$ cat config.mk
export PLATFORM = sky130hd
export DESIGN_NAME = mim_mapper
export DESIGN_NICKNAME = d
export VERILOG_FILES = /design/src/logic/mim_pkg.sv /design/src/logic/mim_mapper.sv
export SDC_FILE = /design/constraint.sdc
export NUM_CORES = 1
export LEC_CHECK = 0
export BUFFER_PORTS_ARGS = -buffer_cell sky130_fd_sc_hd__buf_2
export CORE_MARGIN = 4
export CORE_UTILIZATION = 49
export DETAILED_ROUTE_END_ITERATION = 7
export GPL_TIMING_DRIVEN = 0
export PLACE_DENSITY = 0.94
export RECOVER_POWER = 50
export SLEW_MARGIN = 30
export SYNTH_ARGS = -nofsm -noshare
export SYNTH_HDL_FRONTEND = slang
export SYNTH_SLANG_ARGS = --single-unit
$ cat constraint.sdc
create_clock -name pclk -period 2.4 [get_ports pclk]
set_input_delay 0 -clock pclk [delete_from_list [all_inputs] [get_ports pclk]]
set_output_delay 0 -clock pclk [all_outputs]
set_load 0.01 [all_outputs]
$ cat src/logic/mim_pkg.sv
// constants and types for the motion interrupt mapper
package mim_pkg;

  localparam int unsigned ADDR_W = 12;
  localparam int unsigned DATA_W = 32;
  localparam int unsigned NSRC   = 4;
  localparam int unsigned NPIN   = 2;

  // register byte offsets
  localparam logic [11:0] OFS_CTRL    = 12'h000;
  localparam logic [11:0] OFS_ROUTE_A = 12'h004;
  localparam logic [11:0] OFS_ROUTE_B = 12'h008;
  localparam logic [11:0] OFS_STATUS  = 12'h00C;

  // source bit positions, shared by route and status layouts
  localparam int unsigned SRC_DRDY  = 0;
  localparam int unsigned SRC_ACT   = 1;
  localparam int unsigned SRC_INACT = 2;
  localparam int unsigned SRC_AWAKE = 3;

  // route register fields
  localparam int unsigned ROUTE_POL = 7;
  localparam int unsigned ROUTE_W   = 8;

  // ctrl register fields
  localparam int unsigned CTRL_MODE_LO = 0;
  localparam int unsigned CTRL_MODE_W  = 2;

  // reset values
  localparam logic [7:0] ROUTE_RST = 8'h00;
  localparam logic [1:0] MODE_RST  = 2'h0;

  typedef enum logic [1:0] {
    MIM_DEFAULT = 2'b00,
    MIM_LINKED  = 2'b01,
    MIM_LOOP    = 2'b10
  } mim_mode_t;

  typedef struct packed {
    logic [1:0]                  mode;
    logic [NPIN-1:0][ROUTE_W-1:0] route;
    logic                        act_lat;
    logic                        inact_lat;
    logic                        awake;
    logic [NPIN-1:0]             pin_lvl;
    logic [NPIN-1:0]             pin_oe_n;
    logic [DATA_W-1:0]           prdata;
    logic                        pslverr;
  } mim_state_t;

endpackage : mim_pkg

$ cat src/logic/mim_mapper.sv
// motion interrupt mapper: awake flag, event latches, pin routing, apb registers
`timescale 1ns/1ns

// Overview of operation
// - activity sets awake, inactivity clears it
// - awake flag routable to either pin
// - per-source enable bits in both route registers
// - all sources work concurrently
// - pin asserted is OR of routed sources
// - no source routed means pin high-Z
// - reset puts both pins high-Z
// - pin asserted while routed source asserted
// - default polarity active high
// - polarity bit makes pin active low
// - status register shows each source
// - inactivity event serves free-fall detection
// - default/linked events latch until status read
// - loop mode alternates and re-arms itself
module mim_mapper
  import mim_pkg::*;
(
  input  wire logic              pclk,
  input  wire logic              presetn,
  input  wire logic              psel,
  input  wire logic              penable,
  input  wire logic              pwrite,
  input  wire logic [ADDR_W-1:0] paddr,
  input  wire logic [DATA_W-1:0] pwdata,
  output logic      [DATA_W-1:0] prdata,
  output logic                   pready,
  output logic                   pslverr,
  input  wire logic              data_ready,
  input  wire logic              act_evt,
  input  wire logic              inact_evt,
  output logic                   act_arm,
  output logic                   inact_arm,
  output logic                   irq_pin_a_o,
  output logic                   irq_pin_a_oe_n,
  output logic                   irq_pin_b_o,
  output logic                   irq_pin_b_oe_n
);

  mim_state_t s;
  mim_state_t next_s;

  logic            setup_ph;
  logic            access_ph;
  logic            rd_status;
  logic            act_take;
  logic            inact_take;
  logic [NSRC-1:0] src;
  logic [NPIN-1:0] want_lvl;
  logic [NPIN-1:0] want_oe_n;
  mim_mode_t       mode;

  assign mode      = mim_mode_t'(s.mode);
  assign setup_ph  = psel && !penable;
  assign access_ph = psel && penable;
  // zero wait states keeps the host's isr short
  assign pready    = 1'b1;
  assign rd_status = access_ph && !pwrite && (paddr == OFS_STATUS);

  // detector arming: linked waits for the host, loop does not
  always_comb begin
    unique case (mode)
      MIM_LINKED: begin
        act_arm   = !s.awake && !s.act_lat && !s.inact_lat;
        inact_arm = s.awake && !s.act_lat && !s.inact_lat;
      end
      MIM_LOOP: begin
        act_arm   = !s.awake;
        inact_arm = s.awake;
      end
      default: begin
        act_arm   = !s.act_lat;
        inact_arm = !s.inact_lat;
      end
    endcase
  end

  assign act_take   = act_evt && act_arm;
  // inactivity from the detector includes the all-axes-low free-fall case
  assign inact_take = inact_evt && inact_arm;

  always_comb begin
    src            = '0;
    src[SRC_DRDY]  = data_ready;
    src[SRC_ACT]   = s.act_lat;
    src[SRC_INACT] = s.inact_lat;
    src[SRC_AWAKE] = s.awake;
  end

  // pin logic: enable from route alone, polarity after the OR
  always_comb begin
    for (int p = 0; p < NPIN; p++) begin
      want_oe_n[p] = ~|s.route[p][NSRC-1:0];
      want_lvl[p]  = (|(s.route[p][NSRC-1:0] & src)) ^ s.route[p][ROUTE_POL];
    end
  end

  always_comb begin
    next_s          = s;
    next_s.pin_lvl  = want_lvl;
    next_s.pin_oe_n = want_oe_n;

    // awake tracks the last accepted motion event; activity wins a tie
    if (act_take) begin
      next_s.awake = 1'b1;
    end else if (inact_take) begin
      next_s.awake = 1'b0;
    end

    // read clears the latches, a same-cycle event still sets them
    if (rd_status) begin
      next_s.act_lat   = 1'b0;
      next_s.inact_lat = 1'b0;
    end
    if (mode == MIM_LOOP) begin
      if (act_take) begin
        next_s.inact_lat = 1'b0;
      end
      if (inact_take) begin
        next_s.act_lat = 1'b0;
      end
    end
    if (act_take) begin
      next_s.act_lat = 1'b1;
    end
    if (inact_take) begin
      next_s.inact_lat = 1'b1;
    end

    // read data and error are prepared in the setup cycle
    if (setup_ph) begin
      next_s.prdata  = '0;
      next_s.pslverr = 1'b0;
      unique case (paddr)
        OFS_CTRL: begin
          next_s.prdata[CTRL_MODE_LO +: CTRL_MODE_W] = s.mode;
        end
        OFS_ROUTE_A: begin
          next_s.prdata[ROUTE_W-1:0] = s.route[0];
        end
        OFS_ROUTE_B: begin
          next_s.prdata[ROUTE_W-1:0] = s.route[1];
        end
        OFS_STATUS: begin
          next_s.prdata[NSRC-1:0] = src;
        end
        default: begin
          next_s.pslverr = 1'b1;
        end
      endcase
    end

    if (access_ph && pwrite) begin
      unique case (paddr)
        OFS_CTRL: begin
          next_s.mode = pwdata[CTRL_MODE_LO +: CTRL_MODE_W];
        end
        OFS_ROUTE_A: begin
          next_s.route[0] = pwdata[ROUTE_W-1:0];
        end
        OFS_ROUTE_B: begin
          next_s.route[1] = pwdata[ROUTE_W-1:0];
        end
        default: begin
        end
      endcase
    end
  end

  always_ff @(posedge pclk or negedge presetn) begin
    if (!presetn) begin
      s.mode      <= MODE_RST;
      s.route     <= {NPIN{ROUTE_RST}};
      s.act_lat   <= 1'b0;
      s.inact_lat <= 1'b0;
      s.awake     <= 1'b0;
      s.pin_lvl   <= '0;
      s.pin_oe_n  <= '1;
      s.prdata    <= '0;
      s.pslverr   <= 1'b0;
    end else begin
      s <= next_s;
    end
  end

  assign prdata         = s.prdata;
  assign pslverr        = s.pslverr;
  assign irq_pin_a_o    = s.pin_lvl[0];
  assign irq_pin_a_oe_n = s.pin_oe_n[0];
  assign irq_pin_b_o    = s.pin_lvl[1];
  assign irq_pin_b_oe_n = s.pin_oe_n[1];
endmodule : mim_mapper

# Word level (Yosys, flattened, before mapping)
# Index checks and enable logic that the tools add are counted.
# word_totals
in_bits	52
ff_bits	34
# op_classes
n_eq_ne	5
muxes	14
bitwise	4
reduce_logical	28
# ops
operator	n
equality test 12 x 4 -> 1 bit, second input constant	2
OR reduction 4 bit	5
equality test 12 x 3 -> 1 bit, second input constant	1
logical NOT 12 bit	1
logical AND 1 bit	11
bitwise AND 4 bit	2
one-hot mux 2 bit (4 select lines)	1
one-hot mux 4 bit (2 select lines)	1
logical NOT 1 bit	7
2-to-1 mux 1 bit	7
one-hot mux 2 bit (3 select lines)	1
AND reduction 2 bit	3
2-to-1 mux 2 bit	2
one-hot mux 1 bit (2 select lines)	2
equality test 2 x 1 -> 1 bit, second input constant	1
equality test 2 bit, second input constant	1
nonzero test 2 bit	1
bitwise XOR 1 bit	2

# Depth between registers and ports, before layout
# Gate-level depths: netlist (run 1).
# logic_depth
ltp_word	8
ltp_mapped	6
depth_no_buf	6

# Worst setup path after synthesis (run 1)
# OpenSTA, ideal clock, no wires.
# synth_path
kind	reg-to-reg
from	register mode[0] (netlist name)
to	register s[38] (netlist name)
path_stages_with_launch	7
setup_ps	122
t_arrival_ps	1633
synth_period_minus_slack_ps	1754
slack_ps	646
cell_sequence	dfrtp_1 inv_1 ha_1 nand2b_1 o221ai_1 nand3_1 a32o_1
# synth_lines
item	line	source
to (signal assigned)	mim_mapper.sv:185	s <= next_s;
to (decl)	mim_mapper.sv:43	mim_state_t s;

==> results of run 1 <==
==> layout make-up <==
cell class                 instances  area, sq um  share of cell area
timing repair buffer              52        307.8              0.1261
sequential                        34        853.3              0.3496
multi-input combinational        118        835.8              0.3424
buffer                            39        274.0              0.1123
tap                               48        60.06             0.02460
inverter                           5        18.77            0.007688
clock inverter                     1        5.005            0.002050
clock buffer                       7        86.33             0.03537
==> worst min-delay path: stages <==
cell      delay (ns)
buf_2           0.11
a221oi_1        0.10
xnor2_1         0.14
==> repair_timing <==
| item | in CTS | in global routing |
|---|---|---|
| hold buffers | 11 | 0 |
| hold endpoints to repair | 53 | 0 |
| setup endpoints to repair | 0 | 0 |
| buffers inserted | 0 | 0 |
==> state kept, by name (all words and copies together), names as in the netlist <==
signal and cells:
prdata 8, irq_pin_a_o 1, pslverr 1, s 19, mode 2, irq_pin_b_o 1
irq_pin_a_oe_n 1, irq_pin_b_oe_n 1
==> per-layer routing <==
metal / vias to the layer above / wire (um) / global-route usage
li1: 722 / - / -
met1: 670 / 1658 / 0.2082
met2: 53 / 2091 / 0.3158
met3: 7 / 339 / 0.06331
met4: 0 / 67 / 0.05106
met5: - / 0 / 0
==> cells in the final DEF (no fill, tap or decap), types with 2 or more instances in the layout <==
cell type	n
mux2_2	21
dfrtp_1	32
xnor2_1	2
a21oi_1	2
nand2_1	14
a22o_1	2
a32o_1	2
o21ai_0	5
buf_4	33
a221oi_1	2
conb_1	25
mux2_4	2
nand3_1	2
buf_2	38
clkbuf_1	9
nand2b_1	2
nor2b_1	4
inv_1	5
clkbuf_8	6
dlygate4sd3_1	11
ha_1	2
dfstp_2	2
o31ai_1	8
nor4_1	4
a22oi_1	8
nand3b_1	2
==> logic make-up after synthesis <==
| family | synth area share |
|---|---|
| multiplexers | 0.1406 |
| XOR/XNOR | 0.009243 |
| buffers and inverters | 0.1545 |
| AND/OR/NAND/NOR | 0.1089 |
| adder cells (fa/ha/maj) | 0.01320 |
| AO/OA/AOI/OAI | 0.1195 |
| other | 0.003962 |
| flip-flops | 0.4502 |
==> stage by stage <==
step	hold slack [ns]	util	instances
2_1_floorplan	-0.2956	-	196
3_3_place_gp	0.08673	0.6092	285
3_5_place_dp	0.1009	0.6092	285
4_1_cts	0.1071	0.6638	304
5_1_grt	0.1137	0.6618	304
6_report	0.1071	0.6618	304
==> synth_stat cells, types with 3 or more instances <==
cell	count	area share
buf_4	33	0.13
dfrtp_1	32	0.42
mux2_2	21	0.12
nand2_1	14	0.028
a22oi_1	8	0.032
o31ai_1	8	0.032
inv_1	5	0.0099
o21ai_0	5	0.013
nor2b_1	4	0.013
nor4_1	4	0.013
buf_2	3	0.0079
==> where the power goes <==
group | internal [mW] | switching, mW | total [mW] | leakage (nW)
Clock | 0.231 | 0.197 | 0.428 | 0.0482
Sequential | 0.583 | 0.0186 | 0.601 | 0.451
Combinational | 0.0789 | 0.0782 | 0.157 | 0.774
Total | 0.893 | 0.293 | 1.19 | 1.27
==> worst max-delay path by stage <==
stage                  from    end  slack, ns
floorplan           mode[0]  s[38]       0.65
global placement    mode[0]  s[38]       0.66
detailed placement  mode[0]  s[38]       0.58
CTS                 mode[0]  s[38]       0.56
global route        presetn  s[50]       0.27
finish              mode[0]  s[38]       0.56
==> metrics.md, run 1 <==
| Metric | Value |
|---|---|
| Status | `complete, but fails checks` |
| Failing checks | `max-capacitance violations, max-slew violations` |
| RSZ-0062 raised after global routing | `no` |
| Area after DPL | `2247 sq um` |
| H-Tree Level Count | `2` |
| Stages on worst setup path | `6` |
| Largest net degree at the start of global routing | `35` |
| Vias in the first global route | `1485` |
| Core ar. | `3689 sq um` |
| Final WL | `4155 um` |
| Reg clk slew, reported paths | `0.07 ns` |
| Post-synthesis cell area | `1896 sq um` |
| Classification of the worst-slack hold path | `in2reg` |
| Final cycle utilization of the critical path | `0.7686` |
| Synth async-reset ratio | `1.000` |
| Die X-Extent | `70.20 um` |
| Hold_sp | `data_ready` |
| Port bufs | `41` |
| Fin crit period | `1.845 ns` |
| Startpoint type of the worst setup path | `flip-flop` |
| Worst flop-to-flop path endpoint | `s[38]` |
| Initial antenna violation count | `0` |
| Worst Max-Slew Pin Slew | `1.793 ns` |
| # rows | `22` |
| Bufs and invs on worst path | `1` |
| Fillcell total | `296` |
| Setup WS post-layout | `0.5554 ns` |
| Power per cell area | `485.9 nW/um^2` |
| Total Neg Setup Slack | `0 ns` |
| Slew Limit Fails | `35` |
| Fin nets | `309` |
| Skew-Pair Late Insertion Delay | `0.28 ns` |
| Final HPWL DP | `3205 um` |
| Ys Warns | `0` |
| Num CTS Buffers | `5` |
| Setup crit end kind | `flip-flop` |
| Clock Sinks | `34` |
| Seq cells post-synth | `34` |
| Area grow syn2layout | `28.78%` |
| Initial Util | `0.5139` |
| Hold depth | `3` |
| CP Max Fanout | `6` |
| Clock skew | `0.006407 ns` |
| Max Cap Viol | `1` |
| Leak Pwr | `1.274 nW` |
| Seq/Total Area, Yosys | `0.4502` |
| Normalized max-slew margin | `-0.1955` |
| Crit-path slowest cell | `dfrtp_1` |
| Crit path max-delay family | `compound AO/OA/AOI/OAI gates` |
| Share of layout cells above drive strength 1 | `0.4102` |
| Synth Flop Type | `dfrtp_1` |
| Routability cong. | `0.8134` |
| Worst vdd ir | `0.3677 mV` |
| DR vias/cell | `4.776` |
| Fmax | `0.5421 GHz` |
| Unique masters post-synth | `34` |
| Pre-CTS WS | `0.5804 ns` |
| Die Height | `70.20 um` |
| CP max stage delay | `0.40 ns` |
| Initial DRC count | `57` |
| EDFF count, synth | `0` |
| Critical path required time | `2.57 ns` |
| Total congestion overflow | `0` |
| Avg Synthesized Cell Area | `10.96 sq um` |
| Die ar. | `4927 sq um` |
| Routed Antenna Nets | `0` |
| Drt pass-1 iters | `4` |
| CTS tree | `yes` |
| CP Cell Sequence | `inv_1 -> ha_1 -> nand2b_1 -> o221ai_1 -> nand3_1 -> a32o_1` |
| Hold Crit Endpoint | `irq_pin_b_o` |
| First-pass GRT wire length | `7093 um` |
| Post-cts gate resize count | `0` |
| Routed WL per cell | `13.67 um` |
| Io pins | `92` |
| Ant diodes | `0` |
| Design area | `2441 sq um` |
| Crit path DAT | `2.02 ns` |
| R2R Setup Slk | `0.56 ns` |
| Cells after Synth | `173` |
| Endpoints failing hold | `0` |
| Routed vias | `1452` |
| GR Util All Layers | `0.1808` |
| FF-to-FF path depth | `6` |
| Setup Viol. Count Final | `0` |
| Critical R2R Launch | `mode[0]` |
| Max clock buf depth | `2` |
| Post-route DRC violation count | `0` |
| Crit Path Class | `reg2reg` |
| Clock root cell | `clkbuf_8` |
| Pwr Total | `1.186 mW` |
Power figures use the tool's default switching activity.
==> run 2: changes to the inputs <==
--- a/config.mk
+++ b/config.mk
@@ -7,10 +7,10 @@
 export LEC_CHECK = 0
 export BUFFER_PORTS_ARGS = -buffer_cell sky130_fd_sc_hd__buf_2
 export CORE_MARGIN = 4
-export CORE_UTILIZATION = 49
+export CORE_UTILIZATION = 46
 export DETAILED_ROUTE_END_ITERATION = 7
 export GPL_TIMING_DRIVEN = 0
-export PLACE_DENSITY = 0.94
+export PLACE_DENSITY = 0.9
 export RECOVER_POWER = 50
 export SLEW_MARGIN = 30
 export SYNTH_ARGS = -nofsm -noshare
==> constraint.sdc (replaced) <==
create_clock -name pclk -period 1.75 [get_ports pclk]
set_input_delay 0 -clock pclk [delete_from_list [all_inputs] [get_ports pclk]]
set_output_delay 0 -clock pclk [all_outputs]
set_load 0.01 [all_outputs]
==> run 2 against run 1 <==
The flow now finishes without violations; setup slack worse by 0.48 ns; non-clock buffer count up 1; wire length shrank 5.7%; clock power rose by 35%; combinational power up 39%; die area grew 5.8%; critical endpoint is now act_arm; largest cell class is now multi-input gates.
==> metrics.md, run 2 (synthesis gave the netlist of run 1 again) <==
| Metric | Value |
|---|---|
| Final WL | `3919 um (-5.7%)` |
| Io pins | `92 (unchanged)` |
| CP Launch Point | `mode[1]` |
| Worst Max-Slew Pin Slew | `0.8017 ns (-0.9915 ns)` |
| Crit path DAT | `1.67 ns (-0.35 ns)` |
| First-pass GRT wire length | `6313 um (-11%)` |
| Max reg flops | `19 (unchanged)` |
| Clock Sinks | `34 (unchanged)` |
| H-Tree Level Count | `2 (unchanged)` |
| Biggest regs | `s x19, prdata x8, mode x2` |
| Largest Register | `s` |
| Critical Path End | `act_arm` |
| Initial antenna violation count | `0 (unchanged)` |
| Routed WL per cell | `12.77 um (-6.6%)` |
| Worst hold slack | `0.1032 ns (-0.003866 ns)` |
| Die ar. | `5212 sq um (+5.8%)` |
| Post-Layout Cell Count | `307 (+0.99%)` |
| Initial DRC count | `39 (-32%)` |
| Reg clk slew, reported paths | `0.06 ns (about the same)` |
| Commonest non-fill, non-tap cells in the layout | `buf_2, buf_4, dfrtp_1` |
| FF-to-FF path depth | `6 (unchanged)` |
| Classification of the worst-slack hold path | `in2reg` |
| CTS tree | `yes` |
| Fillcell total | `340 (+15%)` |
| Status | `completed` |
| Startpoint type of the worst setup path | `flip-flop` |
| Clock root cell | `clkbuf_8` |
| Slew Limit Fails | `0 (-100%)` |
| Largest net degree at the start of global routing | `35 (unchanged)` |
| Endpoints failing hold | `0 (unchanged)` |
| Normalized max-slew margin | `0.4655 (+0.6610)` |
| Setup crit end kind | `output pin` |
| Most common cell after layout, fill and taps aside | `buf_2` |
| Worst flop-to-flop path endpoint | `s[38]` |
| CP Max Fanout | `4 (-2)` |
| Die X-Extent | `72.20 um (+2.8%)` |
| GR Util All Layers | `0.1568 (-0.02393)` |
| # rows | `23 (+4.5%)` |
| Fin crit period | `1.672 ns` |
| Worst vdd ir | `0.4294 mV (+17%)` |
| CP Cell Sequence | `inv_1 -> ha_1 -> or4b_4 -> o221ai_4 -> buf_2` |
| Crit Path Class | `reg2out` |
| Total congestion overflow | `0 (unchanged)` |
| Crit-path slowest cell | `or4b_4` |
| Max clock buf depth | `2 (unchanged)` |
| Leak Pwr | `1.283 nW (+0.70%)` |
| Clock skew | `0.003800 ns (-0.002607 ns)` |
| Vias in the first global route | `1414 (-4.8%)` |
| Ant diodes | `0 (unchanged)` |
| Placed cell count | `287 (+0.70%)` |
| Drt pass-1 iters | `4 (unchanged)` |
| Power per cell area | `653.1 nW/um^2 (+34%)` |
| R2R Setup Slk | `0.08 ns (-0.48 ns)` |
| Final cycle utilization of the critical path | `0.9557` |
| Share of layout cells above drive strength 1 | `0.4280 (+0.01786)` |
| Fmax | `0.5979 GHz` |
| Core ar. | `4000 sq um (+8.4%)` |
| Skew-Pair Late Insertion Delay | `0.29 ns (about the same)` |
| Routed vias | `1449 (-0.21%)` |
| Initial Util | `0.4739 (-0.04003)` |
| CP max stage delay | `0.47 ns (+0.07 ns)` |
| Port bufs | `41 (unchanged)` |
| Fin nets | `310 (+0.32%)` |
| Routed Antenna Nets | `0 (unchanged)` |
| Register Area | `853.3 sq um (unchanged)` |
| Die Height | `72.20 um (+2.8%)` |
| Setup Viol. Count Final | `0 (unchanged)` |
| Final Core Density | `0.6225 (-0.03935)` |
| Post-route DRC violation count | `0 (unchanged)` |
| Max Cap Viol | `0 (-1)` |
| Pre-CTS WS | `0.01424 ns (-0.5661 ns)` |
| Routability cong. | `0.8058 (-0.93%)` |
| Area of the multi-input gates | `874.6 sq um (+4.6%)` |
| Area grow syn2layout | `31.35%` |
| Critical R2R Launch | `mode[1]` |
| Num CTS Buffers | `5 (unchanged)` |
| Critical path required time | `1.75 ns (-0.82 ns)` |
| Hold_sp | `data_ready` |
| Final HPWL DP | `3070 um (-4.2%)` |
| Setup WS post-layout | `0.07756 ns (-0.4778 ns)` |
| DR vias/cell | `4.720 (-1.2%)` |
run 2: final cells by class:
cell class / instances / share of cell area
plain buffers: 39 / 0.1095
clock buffers: 7 / 0.03467
clock inverters: 1 / 0.002010
inverters: 5 / 0.007538
multi-input cells: 118 / 0.3513
flip-flops and latches: 34 / 0.3427
well taps: 50 / 0.02513
repair buffers: 53 / 0.1271
run 2: power breakdown:
group / switching (mW) / leakage (nW) / total, mW / internal, mW
clock: 0.262 / 0.0482 / 0.579 / 0.317
sequential: 0.0303 / 0.451 / 0.829 / 0.799
combinational: 0.106 / 0.783 / 0.218 / 0.112
total: 0.398 / 1.28 / 1.63 / 1.23
run 2: critical path: cells and delay by family, from the launching register on:
family / cells / cell delay (ns)
compound gates: 1 / 0.10
flops: 1 / 0.40
buf+inv: 2 / 0.26
fa+ha+maj: 1 / 0.15
simple gates: 1 / 0.47
run 2: layer usage:
| layer | GRT usage | vias to the layer above | part of all wire |
|---|---|---|---|
| met4 | 0.06263 | 0 | 0.018 |
| li1 | - | 728 | - |
| met5 | 0 | - | 0 |
| met2 | 0.2669 | 57 | 0.47 |
| met1 | 0.1836 | 656 | 0.42 |
| met3 | 0.04848 | 8 | 0.093 |
run 2: stage by stage:
stage	instance area (sq um)	power (mW)	setup TNS, ns
after floorplan	1988	0.9583	0
after global placement	2256	1.029	0
after detailed placement	2256	1.034	0
after CTS	2457	1.632	0
after global routing	2490	1.693	-0.03343
final	2490	1.626	0
run 2: how the worst min path moves through the flow:
stage | endpoint | slack (ns) | cells past startpoint
after detailed placement | s[48] | 0.1 | 1
final | irq_pin_b_o | 0.10 | 3
after floorplan | irq_pin_a_o | -0.30 | 0
after global placement | s[49] | 0.09 | 1
after global routing | irq_pin_b_o | 0.13 | 3
after CTS | irq_pin_b_o | 0.11 | 3
run 2: timing repair:
action,in CTS,in global routing
endpoints found under the hold margin,53,0
endpoints found under the setup margin,1,3
hold buffers,11,0
gates resized for setup,0,4
pin swaps,1,2
buffers inserted,0,1
gates cloned,0,0
==> run 3: changes to the inputs <==
--- a/config.mk
+++ b/config.mk
@@ -5,13 +5,15 @@
 export SDC_FILE = /design/constraint.sdc
 export NUM_CORES = 1
 export LEC_CHECK = 0
+export ABC_AREA = 1
 export BUFFER_PORTS_ARGS = -buffer_cell sky130_fd_sc_hd__buf_2
 export CORE_MARGIN = 4
-export CORE_UTILIZATION = 46
+export CORE_UTILIZATION = 47
 export DETAILED_ROUTE_END_ITERATION = 7
 export GPL_TIMING_DRIVEN = 0
 export PLACE_DENSITY = 0.9
 export RECOVER_POWER = 50
+export SETUP_SLACK_MARGIN = 0.2
 export SLEW_MARGIN = 30
 export SYNTH_ARGS = -nofsm -noshare
 export SYNTH_HDL_FRONTEND = slang
==> run 3 against run 2 <==
The flow now finishes with violations (negative hold slack); synthesized area increased by 8.5%; final cell count increased by 20%; utilization down 2.3 points; global-route usage rose by 1.4 points; synthesized cell count is 36% higher; via count up 20%; wire length is 13% higher; clock power decreased by 2%; register-to-register slack improved by 0.29 ns; largest cell class is now sequential cells; first-iteration DRC count grew to 2.9 times the previous value; setup slack improved by 0.17 ns; sequential power grew 2%.
==> metrics.md, run 3 <==
| Metric | Value |
|---|---|
| Fmax | `0.6674 GHz (+12%)` |
| Max Cap Viol | `0 (unchanged)` |
| Max reg flops | `19 (unchanged)` |
| Commonest non-fill, non-tap cells in the layout | `nand2_1, buf_4, buf_2` |
| Synth async-reset ratio | `1.000 (unchanged)` |
| Critical R2R Launch | `mode[0]` |
| Worst Max-Slew Pin Slew | `0.8127 ns (+0.01099 ns)` |
| Skew-Pair Late Insertion Delay | `0.29 ns (about the same)` |
| Max clock buf depth | `2 (unchanged)` |
| Final Core Density | `0.5999 (-0.02258)` |
| Fin crit period | `1.498 ns (-0.1740 ns)` |
| Area grow syn2layout | `20.01%` |
| Vias in the first global route | `1580 (+12%)` |
| Share of layout cells above drive strength 1 | `0.2978 (-0.1302)` |
| Failing checks | `negative hold slack` |
| Worst flop-to-flop path endpoint | `s[37]` |
| Most common cell after layout, fill and taps aside | `nand2_1` |
| GR Util All Layers | `0.1713 (+0.01445)` |
| Port bufs | `42 (+2.4%)` |
| Synth Flop Type | `dfrtp_1` |
| CTS tree | `yes` |
| Hold_sp | `pwdata[1]` |
| Routed Antenna Nets | `0 (unchanged)` |
| FF-to-FF path depth | `8 (+2)` |
| Die X-Extent | `74.16 um (+2.7%)` |
| Routability cong. | `0.8590 (+6.6%)` |
| Unique masters post-synth | `27 (-21%)` |
| Leak Pwr | `1.326 nW (+3.4%)` |
| Ant diodes | `0 (unchanged)` |
| Ys Warns | `0 (unchanged)` |
| Setup crit end kind | `output pin` |
| Power per cell area | `671.2 nW/um^2 (+2.8%)` |
| R2R Setup Slk | `0.37 ns (+0.29 ns)` |
| Biggest regs | `s x19, prdata x8, mode x2` |
| Worst hold slack | `-0.01486 ns (-0.1181 ns)` |
| # rows | `23 (unchanged)` |
| First-pass GRT wire length | `7065 um (+12%)` |
| Core ar. | `4115 sq um (+2.9%)` |
| Top cells by count, synth | `nand2_1, buf_4, dfrtp_1` |
| Total congestion overflow | `0 (unchanged)` |
| Seq/Total Area, Yosys | `0.4148 (-0.03532)` |
| Initial DRC count | `113 (+190%)` |
| Post-route DRC violation count | `0 (unchanged)` |
| Final cycle utilization of the critical path | `0.8563 (-0.09943)` |
| Initial Util | `0.4998 (+0.02597)` |
| Hold Crit Endpoint | `mode[1]` |
| EDFF count, synth | `0 (unchanged)` |
| Top cell type's share of synthesized area | `0.3893 (-0.03315)` |
| Total Neg Setup Slack | `0 ns (unchanged)` |
| Final WL | `4413 um (+13%)` |
| Io pins | `92 (unchanged)` |
| Count leader, synth | `nand2_1` |
| Worst vdd ir | `0.4122 mV (-4.0%)` |
| RSZ-0062 raised after global routing | `yes` |
| DR vias/cell | `4.726 (+0.14%)` |
| Seq cells post-synth | `34 (unchanged)` |
| Setup Viol. Count Final | `0 (unchanged)` |
| Routed WL per cell | `11.96 um (-6.3%)` |
| Endpoints failing hold | `2 (+2)` |
| Initial antenna violation count | `0 (unchanged)` |
| Post-synthesis cell area | `2057 sq um (+8.5%)` |
| Status | `complete, but fails checks` |
| Crit Path Class | `reg2out` |
| Slew Limit Fails | `0 (unchanged)` |
| H-Tree Level Count | `2 (unchanged)` |
| Hold depth | `3 (unchanged)` |
| Largest Register | `s` |
| Num CTS Buffers | `5 (unchanged)` |
| Clock skew | `0.002132 ns (-0.001668 ns)` |
| Fin nets | `372 (+20%)` |
| Final HPWL DP | `3278 um (+6.8%)` |
| Die ar. | `5499 sq um (+5.5%)` |
| Crit path DAT | `1.50 ns (-0.17 ns)` |
| Critical path required time | `1.75 ns (about the same)` |
| Cells after Synth | `236 (+36%)` |
| Routed vias | `1744 (+20%)` |
| Largest net degree at the start of global routing | `35 (unchanged)` |
| Reg clk slew, reported paths | `0.07 ns (about the same)` |
| Synth area leader | `dfrtp_1` |
| Clock root cell | `clkbuf_8` |
| Avg Synthesized Cell Area | `8.716 sq um (-20%)` |
| Drt pass-1 iters | `4 (unchanged)` |
| Die Height | `74.16 um (+2.7%)` |
| Normalized max-slew margin | `0.4582 (-0.007324)` |
| Synth top area cells | `dfrtp_1, buf_4, nand2_1` |
| Startpoint type of the worst setup path | `flip-flop` |
| Classification of the worst-slack hold path | `in2reg` |
| Clock Sinks | `34 (unchanged)` |
| CP Max Fanout | `4 (unchanged)` |
[run 3: worst max-delay path by stage]
stage	startpoint	end	slack [ns]	cells past startpoint
3_5_place_dp	mode[0]	s[38]	0.39	8
4_1_cts	mode[0]	act_arm	0.24	6
3_3_place_gp	mode[0]	s[38]	0.43	8
2_1_floorplan	mode[0]	s[38]	0.39	8
6_report	mode[0]	act_arm	0.25	6
5_1_grt	mode[0]	act_arm	0.18	6
[run 3: repair_timing]
action,4_1_cts,5_1_grt
resized for setup,0,3
endpoints found under the hold margin,47,0
setup buffers,0,1
hold buffers,9,0
setup endpoints to repair,0,2
[run 3: metal layers]
layer,GRT usage,vias to the layer above,share of wire
met3,0.04595,6,0.096
li1,-,877,-
met5,0,-,0
met4,0.1006,0,0.019
met1,0.2058,776,0.41
met2,0.2756,85,0.48
[run 3: stage by stage]
step	instances	setup WS, ns	power, mW	cell area (sq um)
detailed placement	351	0.3917	1.090	2416
global route	369	0.1755	1.731	2469
CTS	368	0.2420	1.674	2592
finish	369	0.2516	1.657	2469
floorplan	259	0.3939	1.002	2143
global placement	351	0.4266	1.083	2416
[run 3: cells by family after synthesis]
family / Yosys count / synth area share
AOI/OAI and AO/OA: 29 / 0.1095
buffers and inverters: 60 / 0.1861
and+or+nand+nor: 107 / 0.2652
other: 2 / 0.003651
DFF: 34 / 0.4148
xor gates and xnor gates: 2 / 0.008517
adders and majority gates: 2 / 0.01216
[run 3: power breakdown]
| group | switching [mW] | total [mW] | internal [mW] |
|---|---|---|---|
| clock network | 0.288 | 0.568 | 0.280 |
| logic | 0.130 | 0.247 | 0.116 |
| registers | 0.0326 | 0.843 | 0.810 |
[run 3: critical path: stages (launching register included)]
cell and delay [ns]:
dfrtp_1 0.39, inv_1 0.06, ha_1 0.33, nor2_1 0.10
nand2_1 0.07, o21ai_2 0.09, buf_2 0.17
[run 3: cell type report]
type / count / area (sq um)
Tap cell: 50 / 62.56
Multi-Input combinational cell: 165 / 819.5
Sequential cell: 34 / 853.3
Fill cell: 392 / 1647
Inverter: 22 / 82.58
Clock buffer: 6 / 72.57
Buffer: 38 / 266.5
Clock inverter: 2 / 13.76
Timing Repair Buffer: 52 / 297.8
